### config.mk
export PLATFORM = sky130hd
export DESIGN_NAME = xpt_mode_ctrl
export DESIGN_NICKNAME = d
export VERILOG_FILES = /design/src/common/xpt_ctrl_pkg.sv /design/src/logic/xpt_mode_ctrl.sv
export SDC_FILE = /design/constraint.sdc
export NUM_CORES = 1
export LEC_CHECK = 0
export ABC_AREA = 1
export BUFFER_PORTS_ARGS = -buffer_cell sky130_fd_sc_hd__buf_2
export CAP_MARGIN = 20
export CORE_MARGIN = 2
export CORE_UTILIZATION = 30
export DETAILED_ROUTE_END_ITERATION = 12
export HOLD_SLACK_MARGIN = 0.02
export REMOVE_ABC_BUFFERS = 1
export SYNTH_ARGS = -nofsm -noshare
export SYNTH_HDL_FRONTEND = slang
export SYNTH_SLANG_ARGS = --single-unit
### constraint.sdc
create_clock -name i_core_clk -period 3.25 [get_ports i_core_clk]
set_input_delay 0.4875 -clock i_core_clk [delete_from_list [all_inputs] [get_ports i_core_clk]]
set_output_delay 0.4875 -clock i_core_clk [all_outputs]
set_load 0.01 [all_outputs]
### src/common/xpt_ctrl_pkg.sv
// Package with constants and types for the crosspoint mode control
// Contract
// RULE_01 - Port select strap not low selects register-based configuration
// RULE_02 - Register select bits: 00 down, 01 USB, 10 four display, 11 both
// RULE_03 - Orientation bit flips lane routing; ignored in power down
// RULE_04 - Select 10 gives four display lanes, no USB path
// RULE_05 - Select 11: USB plus two display lanes, orientation picks pairs
// RULE_06 - No override: AUX by orientation when display on, else open
// RULE_07 - Override 01 straight, 10 crossed, 11 open, regardless of config
// RULE_08 - Display enable from pins in pin mode, else from register bits
// RULE_09 - Separate equalization gain held per receiver lane
// RULE_10 - Pin mode: two four-level pins form gain 0..15, high pin weightier
// RULE_11 - Register mode: seven per-lane gain fields with same 16 choices
// RULE_12 - While USB enabled track Disconnect, U2/U3, U1, U0 from line state
// RULE_13 - Disconnect until termination on both ports, then straight to U0
// RULE_14 - U0 redrives both ports; electrical idle on both moves to U1
// RULE_15 - U1 keeps termination and transmitter common mode on both ports
// RULE_16 - U2/U3 polls far-end detection; missing termination goes Disconnect
// RULE_17 - U2/U3 valid low-frequency burst goes directly to U0
// RULE_18 - U2/U3 keeps terminations but drops transmitter common mode
// RULE_19 - Power-good raised no more than 500 us after supply minimum
// RULE_20 - Straps held stable 250 us before to 10 us after power good
// RULE_21 - Control and orientation pins debounced within 16 ms
// RULE_22 - Pin mode starts in USB; pulse on USB-enable pin clears it
// RULE_23 - From U1 return to U0 when signalling resumes on either port
package xpt_ctrl_pkg;
	localparam int CLK_MHZ = 100;
	localparam int PG_DELAY_US = 500;
	localparam int PG_DELAY_CYC = PG_DELAY_US * CLK_MHZ;
	localparam int STRAP_HOLD_US = 10;
	localparam int STRAP_HOLD_CYC = STRAP_HOLD_US * CLK_MHZ;
	localparam int DEBOUNCE_MS = 16;
	localparam int DEBOUNCE_CYC = DEBOUNCE_MS * 1000 * CLK_MHZ;
	localparam int DETECT_PERIOD_US = 100;
	localparam int DETECT_PERIOD_CYC = DETECT_PERIOD_US * CLK_MHZ;
	localparam int NUM_LANES = 7;
	localparam logic [3:0] GAIN_RESET = 4'h0;

	// AHB register byte offsets
	localparam logic [7:0] ADDR_GENERAL = 8'h00;
	localparam logic [7:0] ADDR_GAIN = 8'h04;
	localparam logic [7:0] ADDR_STATUS = 8'h08;
	localparam int GEN_SEL_LSB = 0;
	localparam int GEN_ORIENT = 2;
	localparam int GEN_OVR_LSB = 3;
	localparam logic [4:0] GEN_RESET = 5'h01;

	typedef enum logic [1:0] {
		CFG_DOWN = 2'b00,
		CFG_USB = 2'b01,
		CFG_DISP4 = 2'b10,
		CFG_USB_DISP2 = 2'b11
	} cfg_e;

	typedef enum logic [1:0] {
		LINK_DISC = 2'b00,
		LINK_U23 = 2'b01,
		LINK_U1 = 2'b10,
		LINK_U0 = 2'b11
	} link_e;

	typedef enum logic [1:0] {
		AUX_OPEN = 2'b00,
		AUX_STRAIGHT = 2'b01,
		AUX_CROSSED = 2'b10
	} aux_e;

	// Four-level strap: 0, R, F, 1 encoded as 0..3
	typedef struct packed {
		logic [1:0] hi;
		logic [1:0] lo;
	} strap_pair_s;

	typedef struct packed {
		logic usb_path;
		logic disp_lanes4;
		logic disp_lanes2;
		logic flipped;
	} route_s;

	typedef struct packed {
		logic rx_term;
		logic tx_cm;
		logic redrive;
		logic detect_poll;
	} phy_ctl_s;
endpackage

### src/logic/xpt_mode_ctrl.sv
// Mode, routing, gain and USB link-state control for the crosspoint switch
`timescale 1ns/100ps
`default_nettype none
module xpt_mode_ctrl
	import xpt_ctrl_pkg::*;
#(
	parameter int PG_CYC = PG_DELAY_CYC,
	parameter int DB_CYC = DEBOUNCE_CYC,
	parameter int POLL_CYC = DETECT_PERIOD_CYC,
	parameter int HOLD_CYC = STRAP_HOLD_CYC
) (
	input wire logic i_core_clk,
	input wire logic i_reset_n,
	input wire logic i_supply_ok,
	input wire logic i_cfg_port_sel,
	input wire strap_pair_s i_port_gain_pins,
	input wire strap_pair_s i_upstream_gain_pins,
	input wire strap_pair_s i_display_gain_pins,
	input wire logic i_usb_enable_pin,
	input wire logic i_display_enable_pin,
	input wire logic i_orientation_pin,
	input wire logic [1:0] i_far_term,
	input wire logic [1:0] i_elec_idle,
	input wire logic [1:0] i_lfps_valid,
	input wire logic i_hsel,
	input wire logic [31:0] i_haddr,
	input wire logic [1:0] i_htrans,
	input wire logic i_hwrite,
	input wire logic [2:0] i_hsize,
	input wire logic [31:0] i_hwdata,
	input wire logic i_hready,
	output logic [31:0] o_hrdata,
	output logic o_hreadyout,
	output logic o_hresp,
	output logic o_power_good,
	output logic o_reg_mode,
	output route_s o_route,
	output logic [1:0] o_aux_map,
	output logic [NUM_LANES*4-1:0] o_lane_gain,
	output logic [1:0] o_link_state,
	output phy_ctl_s o_phy_ctl
);
	// Synchronisers for pin-level inputs
	logic [10:0] sync1_ff, sync2_ff;
	always_ff @(posedge i_core_clk or negedge i_reset_n) begin
		if (!i_reset_n) begin
			sync1_ff <= '0;
			sync2_ff <= '0;
		end else begin
			sync1_ff <= {i_supply_ok, i_cfg_port_sel, i_usb_enable_pin,
				i_display_enable_pin, i_orientation_pin, i_far_term,
				i_elec_idle, i_lfps_valid};
			sync2_ff <= sync1_ff;
		end
	end
	logic supply_s, portsel_s, usb_pin_s, disp_pin_s, orient_pin_s;
	logic [1:0] term_s, idle_s, lfps_s;
	assign {supply_s, portsel_s, usb_pin_s, disp_pin_s, orient_pin_s,
		term_s, idle_s, lfps_s} = sync2_ff;

	// Strap buses are multi-bit; held stable by controller, so two stages
	logic [11:0] strap1_ff, strap2_ff;
	always_ff @(posedge i_core_clk or negedge i_reset_n) begin
		if (!i_reset_n) begin
			strap1_ff <= '0;
			strap2_ff <= '0;
		end else begin
			strap1_ff <= {i_port_gain_pins, i_upstream_gain_pins,
				i_display_gain_pins};
			strap2_ff <= strap1_ff;
		end
	end

	// Power good after supply minimum
	logic [31:0] pg_cnt_ff;
	logic power_good_ff;
	always_ff @(posedge i_core_clk or negedge i_reset_n) begin
		if (!i_reset_n) begin
			pg_cnt_ff <= '0;
			power_good_ff <= 1'b0;
		end else if (!supply_s) begin
			pg_cnt_ff <= '0;
			power_good_ff <= 1'b0;
		end else if (pg_cnt_ff < 32'(PG_CYC - 4)) begin // RULE_19
			pg_cnt_ff <= pg_cnt_ff + 32'h1;
		end else begin
			power_good_ff <= 1'b1; // RULE_19
		end
	end

	// Straps caught at power good plus hold time
	logic [31:0] hold_cnt_ff;
	logic latched_ff, reg_mode_ff;
	logic [11:0] strap_lat_ff;
	always_ff @(posedge i_core_clk or negedge i_reset_n) begin
		if (!i_reset_n) begin
			hold_cnt_ff <= '0;
			latched_ff <= 1'b0;
			reg_mode_ff <= 1'b0;
			strap_lat_ff <= '0;
		end else if (!power_good_ff) begin
			hold_cnt_ff <= '0;
			latched_ff <= 1'b0;
		end else if (!latched_ff) begin
			if (hold_cnt_ff < 32'(HOLD_CYC - 1)) begin // RULE_20
				hold_cnt_ff <= hold_cnt_ff + 32'h1;
			end else begin
				latched_ff <= 1'b1;
				reg_mode_ff <= portsel_s; // RULE_01
				strap_lat_ff <= strap2_ff;
			end
		end
	end

	// Debounce of control and orientation pins
	logic [2:0] db_val_ff;
	logic [31:0] db_cnt_ff [3];
	logic [2:0] pin_vec;
	assign pin_vec = {usb_pin_s, disp_pin_s, orient_pin_s};
	genvar g;
	generate
		for (g = 0; g < 3; g++) begin : g_db
			always_ff @(posedge i_core_clk or negedge i_reset_n) begin
				if (!i_reset_n) begin
					db_cnt_ff[g] <= '0;
					db_val_ff[g] <= (g == 0) ? 1'b1 : 1'b0;
				end else if (pin_vec[g] == db_val_ff[g]) begin
					db_cnt_ff[g] <= '0;
				end else if (db_cnt_ff[g] < 32'(DB_CYC - 4)) begin // RULE_21
					db_cnt_ff[g] <= db_cnt_ff[g] + 32'h1;
				end else begin
					db_cnt_ff[g] <= '0;
					db_val_ff[g] <= pin_vec[g]; // RULE_21
				end
			end
		end
	endgenerate
	logic usb_db, disp_db, orient_db;
	assign {usb_db, disp_db, orient_db} = db_val_ff;

	// USB default on in pin mode until the enable pin pulses high then low
	logic usb_default_ff, usb_pin_seen_hi_ff;
	always_ff @(posedge i_core_clk or negedge i_reset_n) begin
		if (!i_reset_n) begin
			usb_default_ff <= 1'b1;
			usb_pin_seen_hi_ff <= 1'b0;
		end else if (usb_db) begin
			usb_pin_seen_hi_ff <= 1'b1;
		end else if (usb_pin_seen_hi_ff) begin
			usb_default_ff <= 1'b0; // RULE_22
		end
	end

	// AHB-Lite slave: zero wait state, always OKAY
	logic [4:0] gen_ff;
	logic [27:0] gain_reg_ff;
	logic wr_pend_ff;
	logic [7:0] wr_addr_ff;
	logic [31:0] hrdata_ff;
	logic [1:0] link_ff;
	logic addr_phase;
	assign addr_phase = i_hsel & i_htrans[1] & i_hready;
	always_ff @(posedge i_core_clk or negedge i_reset_n) begin
		if (!i_reset_n) begin
			wr_pend_ff <= 1'b0;
			wr_addr_ff <= '0;
		end else begin
			wr_pend_ff <= addr_phase & i_hwrite;
			wr_addr_ff <= i_haddr[7:0];
		end
	end
	always_ff @(posedge i_core_clk or negedge i_reset_n) begin
		if (!i_reset_n) begin
			gen_ff <= GEN_RESET;
			gain_reg_ff <= '0;
		end else if (wr_pend_ff) begin
			if (wr_addr_ff == ADDR_GENERAL)
				gen_ff <= i_hwdata[4:0];
			if (wr_addr_ff == ADDR_GAIN)
				gain_reg_ff <= i_hwdata[27:0]; // RULE_11
		end
	end
	always_ff @(posedge i_core_clk or negedge i_reset_n) begin
		if (!i_reset_n) begin
			hrdata_ff <= '0;
		end else if (addr_phase && !i_hwrite) begin
			unique case (i_haddr[7:0])
				ADDR_GENERAL: hrdata_ff <= {27'h0, gen_ff};
				ADDR_GAIN: hrdata_ff <= {4'h0, gain_reg_ff};
				ADDR_STATUS: hrdata_ff <= {27'h0, reg_mode_ff,
					latched_ff, power_good_ff, link_ff};
				default: hrdata_ff <= '0;
			endcase
		end
	end
	assign o_hrdata = hrdata_ff;
	assign o_hreadyout = 1'b1;
	assign o_hresp = 1'b0;

	// Effective configuration
	cfg_e cfg;
	logic orient;
	always_comb begin
		if (reg_mode_ff) begin
			cfg = cfg_e'(gen_ff[GEN_SEL_LSB +: 2]); // RULE_02
			orient = gen_ff[GEN_ORIENT];
		end else begin
			cfg = cfg_e'({disp_db, usb_db | usb_default_ff}); // RULE_08
			orient = orient_db;
		end
		if (!latched_ff)
			cfg = CFG_DOWN;
	end

	// Routing and sideband
	route_s route_ff;
	logic [1:0] aux_ff;
	logic [1:0] ovr;
	assign ovr = reg_mode_ff ? gen_ff[GEN_OVR_LSB +: 2] : 2'b00;
	always_ff @(posedge i_core_clk or negedge i_reset_n) begin
		if (!i_reset_n) begin
			route_ff <= '0;
			aux_ff <= AUX_OPEN;
		end else begin
			route_ff.usb_path <= cfg[0]; // RULE_04
			route_ff.disp_lanes4 <= (cfg == CFG_DISP4); // RULE_04
			route_ff.disp_lanes2 <= (cfg == CFG_USB_DISP2); // RULE_05
			route_ff.flipped <= (cfg != CFG_DOWN) & orient; // RULE_03
			unique case (ovr)
				2'b01: aux_ff <= AUX_STRAIGHT; // RULE_07
				2'b10: aux_ff <= AUX_CROSSED; // RULE_07
				2'b11: aux_ff <= AUX_OPEN; // RULE_07
				2'b00: aux_ff <= !cfg[1] ? AUX_OPEN :
					(orient ? AUX_CROSSED : AUX_STRAIGHT); // RULE_06
			endcase
		end
	end

	// Per-lane gain: display0..3, usb1, usb2, upstream
	logic [3:0] gain_ff [NUM_LANES];
	logic [3:0] pin_gain [NUM_LANES];
	strap_pair_s sp_port, sp_up, sp_disp;
	assign {sp_port, sp_up, sp_disp} = strap_lat_ff;
	generate
		for (g = 0; g < NUM_LANES; g++) begin : g_gain
			assign pin_gain[g] = (g < 4) ? {sp_disp.hi, sp_disp.lo} :
				(g < 6) ? {sp_port.hi, sp_port.lo} :
				{sp_up.hi, sp_up.lo}; // RULE_10
			always_ff @(posedge i_core_clk or negedge i_reset_n) begin
				if (!i_reset_n)
					gain_ff[g] <= GAIN_RESET;
				else
					gain_ff[g] <= reg_mode_ff ? gain_reg_ff[g*4 +: 4] :
						pin_gain[g]; // RULE_09
			end
			assign o_lane_gain[g*4 +: 4] = gain_ff[g];
		end
	endgenerate

	// USB link state
	link_e link_st;
	logic [31:0] poll_cnt_ff;
	logic poll_ff;
	always_ff @(posedge i_core_clk or negedge i_reset_n) begin
		if (!i_reset_n) begin
			poll_cnt_ff <= '0;
			poll_ff <= 1'b0;
		end else if (link_st != LINK_U23 ||
			poll_cnt_ff >= 32'(POLL_CYC - 1)) begin
			poll_cnt_ff <= '0;
			poll_ff <= (link_st == LINK_U23); // RULE_16
		end else begin
			poll_cnt_ff <= poll_cnt_ff + 32'h1;
			poll_ff <= 1'b0;
		end
	end
	assign link_st = link_e'(link_ff);
	always_ff @(posedge i_core_clk or negedge i_reset_n) begin
		if (!i_reset_n) begin
			link_ff <= LINK_DISC;
		end else if (!cfg[0]) begin
			link_ff <= LINK_DISC; // RULE_12
		end else begin
			unique case (link_st)
				LINK_DISC: if (&term_s) link_ff <= LINK_U0; // RULE_13
				LINK_U0: if (&idle_s) link_ff <= LINK_U1; // RULE_14
				LINK_U1: if (~&idle_s) link_ff <= LINK_U0; // RULE_23
					else if (~&term_s) link_ff <= LINK_U23;
				LINK_U23: if (poll_ff && ~&term_s)
						link_ff <= LINK_DISC; // RULE_16
					else if (|lfps_s) link_ff <= LINK_U0; // RULE_17
			endcase
		end
	end

	phy_ctl_s phy_ff;
	always_ff @(posedge i_core_clk or negedge i_reset_n) begin
		if (!i_reset_n) begin
			phy_ff <= '0;
		end else begin
			phy_ff.rx_term <= cfg[0] && link_st != LINK_DISC; // RULE_15
			phy_ff.tx_cm <= cfg[0] && (link_st == LINK_U0 ||
				link_st == LINK_U1); // RULE_18
			phy_ff.redrive <= cfg[0] && link_st == LINK_U0; // RULE_14
			phy_ff.detect_poll <= poll_ff;
		end
	end

	assign o_power_good = power_good_ff;
	assign o_reg_mode = reg_mode_ff;
	assign o_route = route_ff;
	assign o_aux_map = aux_ff;
	assign o_link_state = link_ff;
	assign o_phy_ctl = phy_ff;
endmodule
`default_nettype wire

# Yosys cells after proc, flatten, opt, wreduce, memory -nomap -nowiden
# Cells that the tools add are included.
dict set report word_totals {
  reg_bits 373
  input_bits 97
  out_inout_bits 76
  elab_cells 159
}
dict set report classes {
  n_addsub 6
  order_cmp 6
  eq_ne 23
  n_mux 41
  bitwise_logic 14
  reduce_logical 27
}
# cell n
set op_table {}
lappend op_table {{32-bit 2-to-1 mux} 12}
lappend op_table {{32-bit by 1-bit adder with 32-bit output, second input constant} 6}
lappend op_table {{32-bit by 21-bit less-than comparator with 1-bit output, second input constant} 3}
lappend op_table {{28-bit one-hot mux with 3 select lines} 1}
lappend op_table {{32-bit by 14-bit >= comparator with 1-bit output, second input constant} 1}
lappend op_table {{32-bit by 10-bit less-than comparator with 1-bit output, second input constant} 1}
lappend op_table {{32-bit by 16-bit less-than comparator with 1-bit output, second input constant} 1}
lappend op_table {{4-bit 2-to-1 mux} 7}
lappend op_table {{2-bit 2-to-1 mux} 12}
lappend op_table {{2-bit AND reduction} 9}
lappend op_table {{8-bit by 3-bit == test with 1-bit output, second input constant} 2}
lappend op_table {{8-bit logical NOT} 2}
lappend op_table {{2-bit one-hot mux with 4 select lines} 2}
lappend op_table {{2-bit == test, second input constant} 6}
lappend op_table {{1-bit NOT} 9}
lappend op_table {{8-bit by 4-bit == test with 1-bit output, second input constant} 1}
lappend op_table {{1-bit 2-to-1 mux} 7}
lappend op_table {{2-bit by 1-bit != test with 1-bit output, second input constant} 3}
lappend op_table {{3-bit != test, second input constant} 2}
lappend op_table {{1-bit logical AND} 5}
lappend op_table {{1-bit bitwise AND} 4}
lappend op_table {{2-bit by 1-bit == test with 1-bit output, second input constant} 2}
lappend op_table {{2-bit logical NOT} 2}
lappend op_table {{2-bit != test, second input constant} 2}
lappend op_table {{other kinds (10)} 15}

# Depth between registers and ports, before layout
# Gate-level depths: netlist of run 1.
dict set report depth {
  word_depth 6
  depth_mapped 11
  mapped_depth_nobuf 11
}

# Least setup slack after synthesis of run 1
# OpenSTA, ideal clock, no wires.
dict set report synth_path {
  path_type {input to register}
  start {input port i_haddr[1]}
  end {register hrdata_ff[10], in the netlist o_hrdata[10]}
  setup_time_ns 0.083
  arrival_time_ns 1.469
  required_ns 3.167
  slack_ns 1.699
  path_stages 5
  n_path_buf 1
  cell_sequence {or2_2 -> nor3_4 -> nand3_1 -> clkbuf_1 -> o21ai_0}
}
dict set report synth_between {
  elab_chain_len 2
  word_cells_on_any_way 4
  cone_classes {eq/ne (2); mux (1); reduce/logical (1)}
}
# item line
set synth_rtl {}
lappend synth_rtl {{start, declared} xpt_mode_ctrl.sv:26} ;# input wire logic [31:0] i_haddr,
lappend synth_rtl {{8-bit by 4-bit == test with 1-bit output (tied with other cells)} xpt_mode_ctrl.sv:187} ;# unique case (i_haddr[7:0])
lappend synth_rtl {{28-bit one-hot mux with 3 select lines *} xpt_mode_ctrl.sv:187}
lappend synth_rtl {{end signal, assigned} xpt_mode_ctrl.sv:188} ;# ADDR_GENERAL: hrdata_ff <= {27'h0, gen_ff};
lappend synth_rtl {{end signal, assigned} xpt_mode_ctrl.sv:189} ;# ADDR_GAIN: hrdata_ff <= {4'h0, gain_reg_ff};
lappend synth_rtl {{end signal, assigned} xpt_mode_ctrl.sv:190} ;# ADDR_STATUS: hrdata_ff <= {27'h0, reg_mode_ff,
lappend synth_rtl {{end, declared} xpt_mode_ctrl.sv:159} ;# logic [31:0] hrdata_ff;
# Every way passes the cells marked *; elsewhere a longest branch is shown, timed or not.
# A chain may end at the register's enable or synchronous reset.

# Worst setup path after layout of run 1
dict set report layout_path {
  start {register pg_cnt_ff[12]}
  end {register pg_cnt_ff[11]}
}
dict set report layout_between {
  elab_chain_len 2
}
# item line
set layout_rtl {}
lappend layout_rtl {{start, declared} xpt_mode_ctrl.sv:75} ;# logic [31:0] pg_cnt_ff;
lappend layout_rtl {{start signal, assigned} xpt_mode_ctrl.sv:85} ;# pg_cnt_ff <= pg_cnt_ff + 32'h1;
lappend layout_rtl {{32-bit by 16-bit less-than comparator with 1-bit output} xpt_mode_ctrl.sv:84} ;# end else if (pg_cnt_ff < 32'(PG_CYC - 4)) begin
lappend layout_rtl {{2-bit by 1-bit != test with 1-bit output (no line)} n/a}
# No other way between the ends.

==> impl_results.html, run 1 <==
<table>
<tr><th>Metric</th><th>Value</th></tr>
<tr><th colspan="2">Setup path</th></tr>
<tr><td>Required time at the worst-slack endpoint</td><td>3650 ps</td></tr>
<tr><td>CP max-delay cell</td><td>sky130_fd_sc_hd__nand2_1</td></tr>
<tr><td>Cell breakdown of the critical path</td><td>nor2_1, nand2_1, nor3_1, nand2_1, nand2_1, nand2_1, nand2_1, o21ai_0</td></tr>
<tr><td>Crit path top cell by count</td><td>sky130_fd_sc_hd__nand2_1</td></tr>
<tr><td>Largest delay share family, worst path</td><td>simple AND/OR/NAND/NOR gates</td></tr>
<tr><td>Critical path class</td><td>reg2reg</td></tr>
<tr><td>Worst stage delay on the critical path</td><td>570 ps</td></tr>
<tr><td>Launching point of the worst reg2reg path</td><td>pg_cnt_ff[12]$_DFFE_PN0P_</td></tr>
<tr><td>Launch point of the worst path</td><td>pg_cnt_ff[12]$_DFFE_PN0P_</td></tr>
<tr><td>Category of the worst setup path launch point</td><td>flop</td></tr>
<tr><td>Count of buffer and inverter cells on the critical path</td><td>0</td></tr>
<tr><td>Data arrival at the endpoint of the critical path</td><td>2630 ps</td></tr>
<tr><td>Crit path max fanout</td><td>23</td></tr>
<tr><td>Element type at the critical path end</td><td>flop</td></tr>
<tr><th colspan="2">Clocking</th></tr>
<tr><td>Total of hold buffers inserted after clock tree synthesis</td><td>20</td></tr>
<tr><td>CTS tree</td><td>yes</td></tr>
<tr><td>Count of cells resized by post-cts repair</td><td>0</td></tr>
<tr><td>Worst-path clk slew</td><td>60 ps</td></tr>
<tr><td>Clock latency on the worst-skew pair</td><td>560 ps</td></tr>
<tr><td>Root Buffer</td><td>sky130_fd_sc_hd__clkbuf_16</td></tr>
<tr><td>Count of clock tree sinks</td><td>369</td></tr>
<tr><td>Clock buffer count from CTS</td><td>42</td></tr>
<tr><td>Setup Fix Bufs, Post-CTS</td><td>0</td></tr>
<tr><td>Buffers from clock root to sink, at most</td><td>3</td></tr>
<tr><td>Number of levels the H-tree was split into</td><td>2</td></tr>
<tr><th colspan="2">Cells and area</th></tr>
<tr><td>NumNets Final</td><td>1995</td></tr>
<tr><td>Commonest cells after routing, fill and taps aside</td><td>sky130_fd_sc_hd__nand2_1 (436), sky130_fd_sc_hd__dfrtp_1 (366), sky130_fd_sc_hd__nor2_1 (263)</td></tr>
<tr><td>Filler Cell Count</td><td>5096</td></tr>
<tr><td>Proportion of layout cells with a drive suffix above 1</td><td>12.47%</td></tr>
<tr><td>Most frequent standard cell in the layout excluding fill and tap cells</td><td>sky130_fd_sc_hd__nand2_1</td></tr>
<tr><td>Area added between synthesis and finish</td><td>21.16%</td></tr>
<tr><td>Antenna Diode Count</td><td>0</td></tr>
<tr><td>Final core area utilization</td><td>36.61%</td></tr>
<tr><th colspan="2">Routing</th></tr>
<tr><td>Via-to-Cell Ratio</td><td>4.319</td></tr>
<tr><td>WL/cell</td><td>12.43 um</td></tr>
<tr><td>Number of vias after detailed routing</td><td>11210</td></tr>
<tr><td>DRC violation count after routing</td><td>0</td></tr>
<tr><td>Routed Wire Length</td><td>32260 um</td></tr>
<tr><td>Drt pass-1 iters</td><td>7</td></tr>
<tr><td>Iteration-0 DRC Markers</td><td>642</td></tr>
<tr><td>Routed Antenna Nets</td><td>0</td></tr>
<tr><th colspan="2">Yosys</th></tr>
<tr><td>Synth Register Bits</td><td>369</td></tr>
<tr><td>Portion of the post-synthesis area used by sequential elements</td><td>61.31%</td></tr>
<tr><td>Total number of yosys warnings</td><td>0</td></tr>
<tr><td>Number of distinct library cell variants in the gate-level netlist after synthesis</td><td>34</td></tr>
<tr><td>Synthesized area divided by synthesized cell count</td><td>9.023 um^2</td></tr>
<tr><td>Count of mapped cells out of synthesis</td><td>1670</td></tr>
<tr><td>Synth Cell Area</td><td>0.01507 mm^2</td></tr>
<tr><th colspan="2">Hold path</th></tr>
<tr><td>Startpoint of the worst hold path</td><td>i_port_gain_pins[3]</td></tr>
<tr><td>Worst hold-check path type</td><td>in2reg</td></tr>
<tr><th colspan="2">Placement</th></tr>
<tr><td>Buffers on Ports</td><td>134</td></tr>
<tr><td>Total half-perimeter wirelength after legalization and detailed placement</td><td>22050 um</td></tr>
<tr><td>Last weighted congestion value of the routability-driven placer</td><td>0.8551</td></tr>
<tr><th colspan="2">STA</th></tr>
<tr><td>Headroom to the max-slew limit</td><td>43.32%</td></tr>
<tr><td>Period Utilization, post-route</td><td>68.50%</td></tr>
<tr><td>Clk_skew</td><td>17.51 ps</td></tr>
<tr><td>Count of final max-slew check failures</td><td>0</td></tr>
<tr><td>Total Negative Setup Slacks</td><td>0 ps</td></tr>
<tr><td>Final setup violation count</td><td>0</td></tr>
<tr><td>Max frequency</td><td>0.4492 GHz</td></tr>
<tr><td>Slew @ Worst Pin</td><td>847.9 ps</td></tr>
<tr><td>Setup repair after global routing missed its margin</td><td>false</td></tr>
<tr><td>Hold violation count in the final report</td><td>0</td></tr>
<tr><td>Time the final worst path needs with I/O delays and setup</td><td>2226 ps</td></tr>
<tr><th colspan="2">Power</th></tr>
<tr><td>IR Drop Worst-Case VDD</td><td>0.0004234 V</td></tr>
<tr><td>Leak pwr</td><td>9.117 nW</td></tr>
<tr><td>Power density normalized to cell area</td><td>520.2 mW/mm^2</td></tr>
<tr><th colspan="2">Floorplan</th></tr>
<tr><td>Num rows</td><td>82</td></tr>
<tr><td>Die Width</td><td>228.1 um</td></tr>
<tr><td>Vertical die dimension</td><td>228.1 um</td></tr>
<tr><td>Area inside the core boundary</td><td>0.04986 mm^2</td></tr>
<tr><td>Ports placed on the boundary</td><td>173</td></tr>
<tr><td>Area of the die</td><td>0.05204 mm^2</td></tr>
<tr><td>Initial Utilization</td><td>30.22%</td></tr>
<tr><th colspan="2">Run status</th></tr>
<tr><td>Run status</td><td>complete, no violations</td></tr>
<tr><th colspan="2">Global route</th></tr>
<tr><td>Overflow after GRT</td><td>0</td></tr>
<tr><td>Pin count of the biggest net entering global routing</td><td>86</td></tr>
<tr><td>Number of global-route vias before repair</td><td>10990</td></tr>
<tr><td>Global-route wire length before repair</td><td>54640 um</td></tr>
<tr><td>Initial antenna violation count</td><td>1</td></tr>
<tr><td>All-Layer GR Usage</td><td>12.69%</td></tr>
<tr><th colspan="2">Flow run</th></tr>
<tr><td>Max-capacitance violation count</td><td>0</td></tr>
</table>
-- report_power, final --
| part | internal, mW | switching [mW] |
|---|---|---|
| combinational | 0.0770 | 0.165 |
| sequential | 4.68 | 0.0346 |
| clock | 2.65 | 1.89 |
| total | 7.41 | 2.09 |
-- path summary, 6_finish.rpt --
| check | to | slack, ps | cells after the start |
|---|---|---|---|
| max | pg_cnt_ff[11]$_DFFE_PN0P_ | 1020 | 8 |
| max in group asynchronous | o_hrdata[17]$_DFFE_PN0P_ | 1810 | 3 |
| max reg2reg | pg_cnt_ff[11]$_DFFE_PN0P_ | 1020 | 8 |
| min reg2reg | strap2_ff[7]$_DFF_PN0_ | 350 | 0 |
| min | strap1_ff[11]$_DFF_PN0_ | 60 | 1 |
| min in group asynchronous | db_cnt_ff[78]$_DFF_PN0_ | 490 | 2 |
-- Yosys cell counts --
library cell / n / area [um^2]
sky130_fd_sc_hd__nand2_1: 436 / 1637
sky130_fd_sc_hd__dfrtp_1: 366 / 9159
sky130_fd_sc_hd__nor2_1: 263 / 987.2
sky130_fd_sc_hd__inv_1: 162 / 608.1
sky130_fd_sc_hd__nand3_1: 139 / 695.7
sky130_fd_sc_hd__o21ai_0: 69 / 345.3
sky130_fd_sc_hd__xor2_1: 54 / 473.0
sky130_fd_sc_hd__nor3_1: 40 / 200.2
sky130_fd_sc_hd__nand4_1: 26 / 162.7
sky130_fd_sc_hd__clkbuf_1: 19 / 71.32
sky130_fd_sc_hd__buf_2: 18 / 90.09
sky130_fd_sc_hd__a21oi_1: 12 / 60.06
sky130_fd_sc_hd__buf_4: 9 / 67.56
sky130_fd_sc_hd__or2_2: 9 / 56.30
sky130_fd_sc_hd__xnor2_1: 9 / 78.83
sky130_fd_sc_hd__ha_1: 6 / 75.07
sky130_fd_sc_hd__o21ai_2: 5 / 43.79
sky130_fd_sc_hd__dfstp_2: 3 / 78.83
sky130_fd_sc_hd__inv_2: 3 / 11.26
sky130_fd_sc_hd__nand3b_1: 3 / 22.52
sky130_fd_sc_hd__nor2_2: 3 / 18.77
sky130_fd_sc_hd__conb_1: 2 / 7.510
sky130_fd_sc_hd__nand2_2: 2 / 12.51
sky130_fd_sc_hd__o211ai_1: 2 / 15.01
sky130_fd_sc_hd__a21boi_0: 1 / 7.510
sky130_fd_sc_hd__a31oi_1: 1 / 6.260
sky130_fd_sc_hd__clkinv_1: 1 / 3.750
sky130_fd_sc_hd__mux2i_1: 1 / 10.01
sky130_fd_sc_hd__nor3_4: 1 / 16.27
sky130_fd_sc_hd__nor4_4: 1 / 21.27
sky130_fd_sc_hd__o21a_1: 1 / 7.510
sky130_fd_sc_hd__o22ai_1: 1 / 6.260
sky130_fd_sc_hd__or2_0: 1 / 6.260
sky130_fd_sc_hd__or2_1: 1 / 6.260
-- worst reg2reg max path, delay by kind of cell, from the launching register on --
kind	cells	cell delay, ps
and+or+nand+nor	7	1550
AOI/OAI and AO/OA	1	110
DFF	1	430
-- cell type report --
class	count	area (um^2)	area share (%)
clock inverter	15	146.4	0.8019
timing repair buffer	169	1031	5.647
tap	672	840.8	4.606
sequential	369	9238	50.60
inverter	166	623.1	3.413
clock buffer	61	1192	6.531
multi-input combinational	1144	5185	28.40
-- registers in the layout, summed over array words and instances, names as in the netlist, 28 cells and up --
signal / count
hold_cnt_ff: 32
o_lane_gain: 28
db_cnt_ff: 96
pg_cnt_ff: 32
gain_reg_ff: 28
o_hrdata: 28
poll_cnt_ff: 32
-- cells by family (layout without fill, tap and decap cells) --
| kind of cell | after synthesis | count (layout) | share of synthesized area (%) |
|---|---|---|---|
| muxes | 1 | 1 | 0.06643 |
| AOI/OAI and AO/OA | 92 | 92 | 3.263 |
| other | 2 | 57 | 0.04984 |
| xor gates and xnor gates | 63 | 63 | 3.662 |
| adders and majority gates | 6 | 6 | 0.4982 |
| buffers and inverters | 212 | 411 | 5.655 |
| and+or+nand+nor | 925 | 925 | 25.50 |
| DFF | 369 | 369 | 61.31 |
-- layer usage --
metal | vias to the layer above | track usage [%] | wire length [um]
li1 | 5609 | - | -
met1 | 5307 | 17.63 | 15600
met2 | 235 | 19.87 | 14330
met3 | 58 | 2.563 | 1545
met4 | 2 | 4.126 | 769
met5 | - | 0 | 10
-- stage by stage --
| step | hold WS, ps | instances | power [mW] | setup slack [ps] | cell area (um^2) |
|---|---|---|---|---|---|
| 2_1_floorplan | 191.9 | 1679 | 4.843 | 833.7 | 15050 |
| 3_3_place_gp | 332.5 | 2500 | 5.017 | 1058 | 16720 |
| 3_5_place_dp | 334.7 | 2500 | 5.025 | 1035 | 16720 |
| 4_1_cts | 20.63 | 2596 | 9.671 | 1015 | 18260 |
| 5_1_grt | 26.67 | 2596 | 9.894 | 770.4 | 18260 |
| 6_report | 55.65 | 2596 | 9.498 | 1024 | 18260 |
Power figures use the tool's default switching activity.
==> inputs of run 2 (changes only) <==
- clock period: 3.25 -> 2.3 ns (I/O delays scaled with it)
==> run 2 against run 1 <==
Net effect: non-clock buffer count grew 48; sequential power up 41%; combinational power rose by 62%; fmax is 14% higher; highest routed layer is now met4.
==> impl_results.html, run 2 (synthesis gave the netlist of run 1 again) <==
<table>
<tr><th>Metric</th><th>Value</th></tr>
<tr><th colspan="2">Run status</th></tr>
<tr><td>Run status</td><td>complete, no violations</td></tr>
<tr><th colspan="2">STA</th></tr>
<tr><td>Final worst-path setup slack</td><td>352.1 ps (-671.6 ps)</td></tr>
<tr><td>Clk_skew</td><td>21.98 ps (+4.473 ps)</td></tr>
<tr><td>Final setup violation count</td><td>0 (unchanged)</td></tr>
<tr><td>Count of final max-slew check failures</td><td>0 (unchanged)</td></tr>
<tr><td>Hold violation count in the final report</td><td>0 (unchanged)</td></tr>
<tr><td>Total Negative Setup Slacks</td><td>0 ps (unchanged)</td></tr>
<tr><td>Period Utilization, post-route</td><td>84.69% (+16 points)</td></tr>
<tr><td>Slew @ Worst Pin</td><td>663.8 ps (-184.1 ps)</td></tr>
<tr><td>Time the final worst path needs with I/O delays and setup</td><td>1948 ps (-278.4 ps)</td></tr>
<tr><td>Hold Slack</td><td>59.22 ps (+3.566 ps)</td></tr>
<tr><td>Setup repair after global routing missed its margin</td><td>false</td></tr>
<tr><td>Max frequency</td><td>0.5134 GHz (+14%)</td></tr>
<tr><td>Headroom to the max-slew limit</td><td>55.41% (+12 points)</td></tr>
<tr><th colspan="2">Floorplan</th></tr>
<tr><td>Die Width</td><td>228.1 um (unchanged)</td></tr>
<tr><td>Area inside the core boundary</td><td>0.04986 mm^2 (unchanged)</td></tr>
<tr><td>Initial Utilization</td><td>30.22% (unchanged)</td></tr>
<tr><td>Num rows</td><td>82 (unchanged)</td></tr>
<tr><td>Area of the die</td><td>0.05204 mm^2 (unchanged)</td></tr>
<tr><td>Ports placed on the boundary</td><td>173 (unchanged)</td></tr>
<tr><td>Vertical die dimension</td><td>228.1 um (unchanged)</td></tr>
<tr><th colspan="2">Hold path</th></tr>
<tr><td>Cell depth of the worst min-delay path</td><td>3 (+2)</td></tr>
<tr><td>Worst hold-check path type</td><td>in2reg</td></tr>
<tr><th colspan="2">Cells and area</th></tr>
<tr><td>Max FFs per register</td><td>96 (unchanged)</td></tr>
<tr><td>Final core area utilization</td><td>37.51% (+0.89 points)</td></tr>
<tr><td>NumNets Final</td><td>2043 (+2.4%)</td></tr>
<tr><td>Largest register by flop count</td><td>db_cnt_ff</td></tr>
<tr><td>Antenna Diode Count</td><td>0 (unchanged)</td></tr>
<tr><td>Proportion of layout cells with a drive suffix above 1</td><td>12.65% (+0.17 points)</td></tr>
<tr><td>Most frequent standard cell in the layout excluding fill and tap cells</td><td>sky130_fd_sc_hd__nand2_1</td></tr>
<tr><td>Final cell area excluding filler cells</td><td>0.01870 mm^2 (+2.4%)</td></tr>
<tr><td>Filler Cell Count</td><td>5009 (-1.7%)</td></tr>
<tr><td>Commonest cells after routing, fill and taps aside</td><td>sky130_fd_sc_hd__nand2_1 (436), sky130_fd_sc_hd__dfrtp_1 (366), sky130_fd_sc_hd__nor2_1 (263)</td></tr>
<tr><td>Filler-free cell count of the finished design</td><td>2641 (+1.7%)</td></tr>
<tr><td>Area added between synthesis and finish</td><td>24.11%</td></tr>
<tr><th colspan="2">Setup path</th></tr>
<tr><td>Category of the worst setup path launch point</td><td>flop</td></tr>
<tr><td>Crit path max fanout</td><td>13 (-43%)</td></tr>
<tr><td>Element type at the critical path end</td><td>flop</td></tr>
<tr><td>Cell breakdown of the critical path</td><td>ha_1, nand2_1, nand2_1, nand2_1, o21ai_0, nor2_2, inv_1, nand2_1, nand2_1, nand2_1</td></tr>
<tr><td>Required time at the worst-slack endpoint</td><td>2800 ps (-850 ps)</td></tr>
<tr><td>Critical path class</td><td>reg2reg</td></tr>
<tr><td>Crit path top cell by count</td><td>sky130_fd_sc_hd__nand2_1</td></tr>
<tr><td>Largest delay share family, worst path</td><td>simple AND/OR/NAND/NOR gates</td></tr>
<tr><td>Path depth of the worst reg2reg path</td><td>10 (+2)</td></tr>
<tr><td>Count of buffer and inverter cells on the critical path</td><td>1 (+1)</td></tr>
<tr><td>Crit path depth</td><td>10 (+2)</td></tr>
<tr><td>Worst stage delay on the critical path</td><td>460 ps (-110 ps)</td></tr>
<tr><td>CP max-delay cell</td><td>sky130_fd_sc_hd__nand2_1</td></tr>
<tr><td>Data arrival at the endpoint of the critical path</td><td>2450 ps (-180 ps)</td></tr>
<tr><th colspan="2">Placement</th></tr>
<tr><td>Buffers on Ports</td><td>134 (unchanged)</td></tr>
<tr><td>Total half-perimeter wirelength after legalization and detailed placement</td><td>22100 um (+0.20%)</td></tr>
<tr><td>Worst slack at placement</td><td>349.5 ps (-685.5 ps)</td></tr>
<tr><td>Last weighted congestion value of the routability-driven placer</td><td>0.8563 (+0.14%)</td></tr>
<tr><td>Placed cell count</td><td>2511 (+0.44%)</td></tr>
<tr><td>Placed cell area</td><td>0.01680 mm^2 (+0.49%)</td></tr>
<tr><th colspan="2">Power</th></tr>
<tr><td>Net Switching</td><td>2.935 mW (+40%)</td></tr>
<tr><td>Power density normalized to cell area</td><td>717.5 mW/mm^2 (+38%)</td></tr>
<tr><td>Net Sw Frac</td><td>21.87% (-0.15 points)</td></tr>
<tr><td>Fraction of power consumed by sequential logic</td><td>49.6% (about the same)</td></tr>
<tr><td>Tot Pwr</td><td>13.42 mW (+41%)</td></tr>
<tr><td>Leak pwr</td><td>9.323 nW (+2.3%)</td></tr>
<tr><td>Internal power</td><td>10.48 mW (+42%)</td></tr>
<tr><td>IR Drop Worst-Case VDD</td><td>0.0005202 V (+23%)</td></tr>
<tr><td>Relative contribution of the clock network to total power</td><td>47.5% (-0.4 points)</td></tr>
<tr><td>Part of the total power dissipated in combinational logic</td><td>2.9% (+0.4 points)</td></tr>
<tr><th colspan="2">Routing</th></tr>
<tr><td>DRC violation count after routing</td><td>0 (unchanged)</td></tr>
<tr><td>Routed Antenna Nets</td><td>0 (unchanged)</td></tr>
<tr><td>Iteration-0 DRC Markers</td><td>600 (-6.5%)</td></tr>
<tr><td>Number of vias after detailed routing</td><td>11350 (+1.2%)</td></tr>
<tr><td>Via-to-Cell Ratio</td><td>4.297 (-0.50%)</td></tr>
<tr><td>Routed Wire Length</td><td>32410 um (+0.47%)</td></tr>
<tr><td>Drt pass-1 iters</td><td>5 (-2)</td></tr>
<tr><td>WL/cell</td><td>12.27 um (-1.2%)</td></tr>
<tr><th colspan="2">Clocking</th></tr>
<tr><td>Count of clock tree sinks</td><td>369 (unchanged)</td></tr>
<tr><td>Buffers from clock root to sink, at most</td><td>3 (unchanged)</td></tr>
<tr><td>Setup Fix Bufs, Post-CTS</td><td>0 (unchanged)</td></tr>
<tr><td>Count of cells resized by post-cts repair</td><td>0 (unchanged)</td></tr>
<tr><td>Clock buffer count from CTS</td><td>42 (unchanged)</td></tr>
<tr><td>CTS tree</td><td>yes</td></tr>
<tr><td>Clock latency on the worst-skew pair</td><td>570 ps (about the same)</td></tr>
<tr><td>Worst-path clk slew</td><td>60 ps (about the same)</td></tr>
<tr><td>Root Buffer</td><td>sky130_fd_sc_hd__clkbuf_16</td></tr>
<tr><td>Number of levels the H-tree was split into</td><td>2 (unchanged)</td></tr>
<tr><th colspan="2">Global route</th></tr>
<tr><td>Initial antenna violation count</td><td>1 (unchanged)</td></tr>
<tr><td>All-Layer GR Usage</td><td>12.68% (about the same)</td></tr>
<tr><td>Overflow after GRT</td><td>0 (unchanged)</td></tr>
<tr><td>Pin count of the biggest net entering global routing</td><td>82 (-4.7%)</td></tr>
<tr><td>Number of global-route vias before repair</td><td>11100 (+1.1%)</td></tr>
<tr><td>Global-route wire length before repair</td><td>54470 um (-0.32%)</td></tr>
<tr><th colspan="2">Flow run</th></tr>
<tr><td>Max-capacitance violation count</td><td>0 (unchanged)</td></tr>
</table>
==> run 2: changes by cell type in the layout (fill, tap and decap cells not counted), sizes merged <==
cell | before | now
clkinv | 11 | 7
dlygate4sd3 | 20 | 57
clkbuf | 61 | 63
bufinv | 1 | 0
clkinvlp | 2 | 1
buf | 149 | 160
inv | 167 | 168
==> run 2: final timing paths <==
check                                           startpoint                      endpoint  slack (ps)
worst max-delay path            hold_cnt_ff[0]$_DFFE_PN0P_  strap_lat_ff[11]$_DFFE_PN0P_         350
worst min-delay path                           i_hwdata[1]    gain_reg_ff[1]$_DFFE_PN0P_          60
worst max register to register  hold_cnt_ff[0]$_DFFE_PN0P_  strap_lat_ff[11]$_DFFE_PN0P_         350
worst min register to register      strap1_ff[0]$_DFF_PN0_        strap2_ff[0]$_DFF_PN0_         340
max in group asynchronous                        i_reset_n     poll_cnt_ff[22]$_DFF_PN0_        1210
min in group asynchronous                        i_reset_n         sync2_ff[9]$_DFF_PN0_         280
==> run 2: layout make-up <==
class                      instances  area, um^2  area share [%]
clock buffer                      63        1230           6.577
sequential                       369        9238           49.39
multi-input combinational       1144        5185           27.72
timing repair buffer             217        1484           7.935
inverter                         166       623.1           3.332
tap                              672       840.8           4.496
clock inverter                    10       101.3          0.5419
==> run 2: per-layer routing <==
| layer | vias to the layer above | routed length, um | global-route usage (%) |
|---|---|---|---|
| met4 | 0 | 631 | 3.697 |
| met5 | - | 0 | 0 |
| met3 | 43 | 1496 | 2.513 |
| li1 | 5696 | - | - |
| met1 | 5361 | 15620 | 17.28 |
| met2 | 248 | 14660 | 20.51 |
==> run 2: tightest hold or removal path: cells and delay by family <==
family / cells / cell delay [ps]
buffers and inverters: 2 / 140
AO/OA/AOI/OAI: 1 / 120
==> run 2: repair_timing <==
item,4_1_cts,5_1_grt
endpoints found under the hold margin,91,0
setup endpoints to repair,0,0
hold buffers,57,0
==> run 2: power by group through the flow <==
stage | registers [mW] | clock network (mW) | logic, mW
final | 6.66 | 6.37 | 0.391
after global routing | 6.67 | 6.87 | 0.454
after CTS | 6.66 | 6.61 | 0.403
after detailed placement | 6.78 | 0 | 0.326
after global placement | 6.77 | 0 | 0.318
after floorplan | 6.77 | 0 | 0.0769
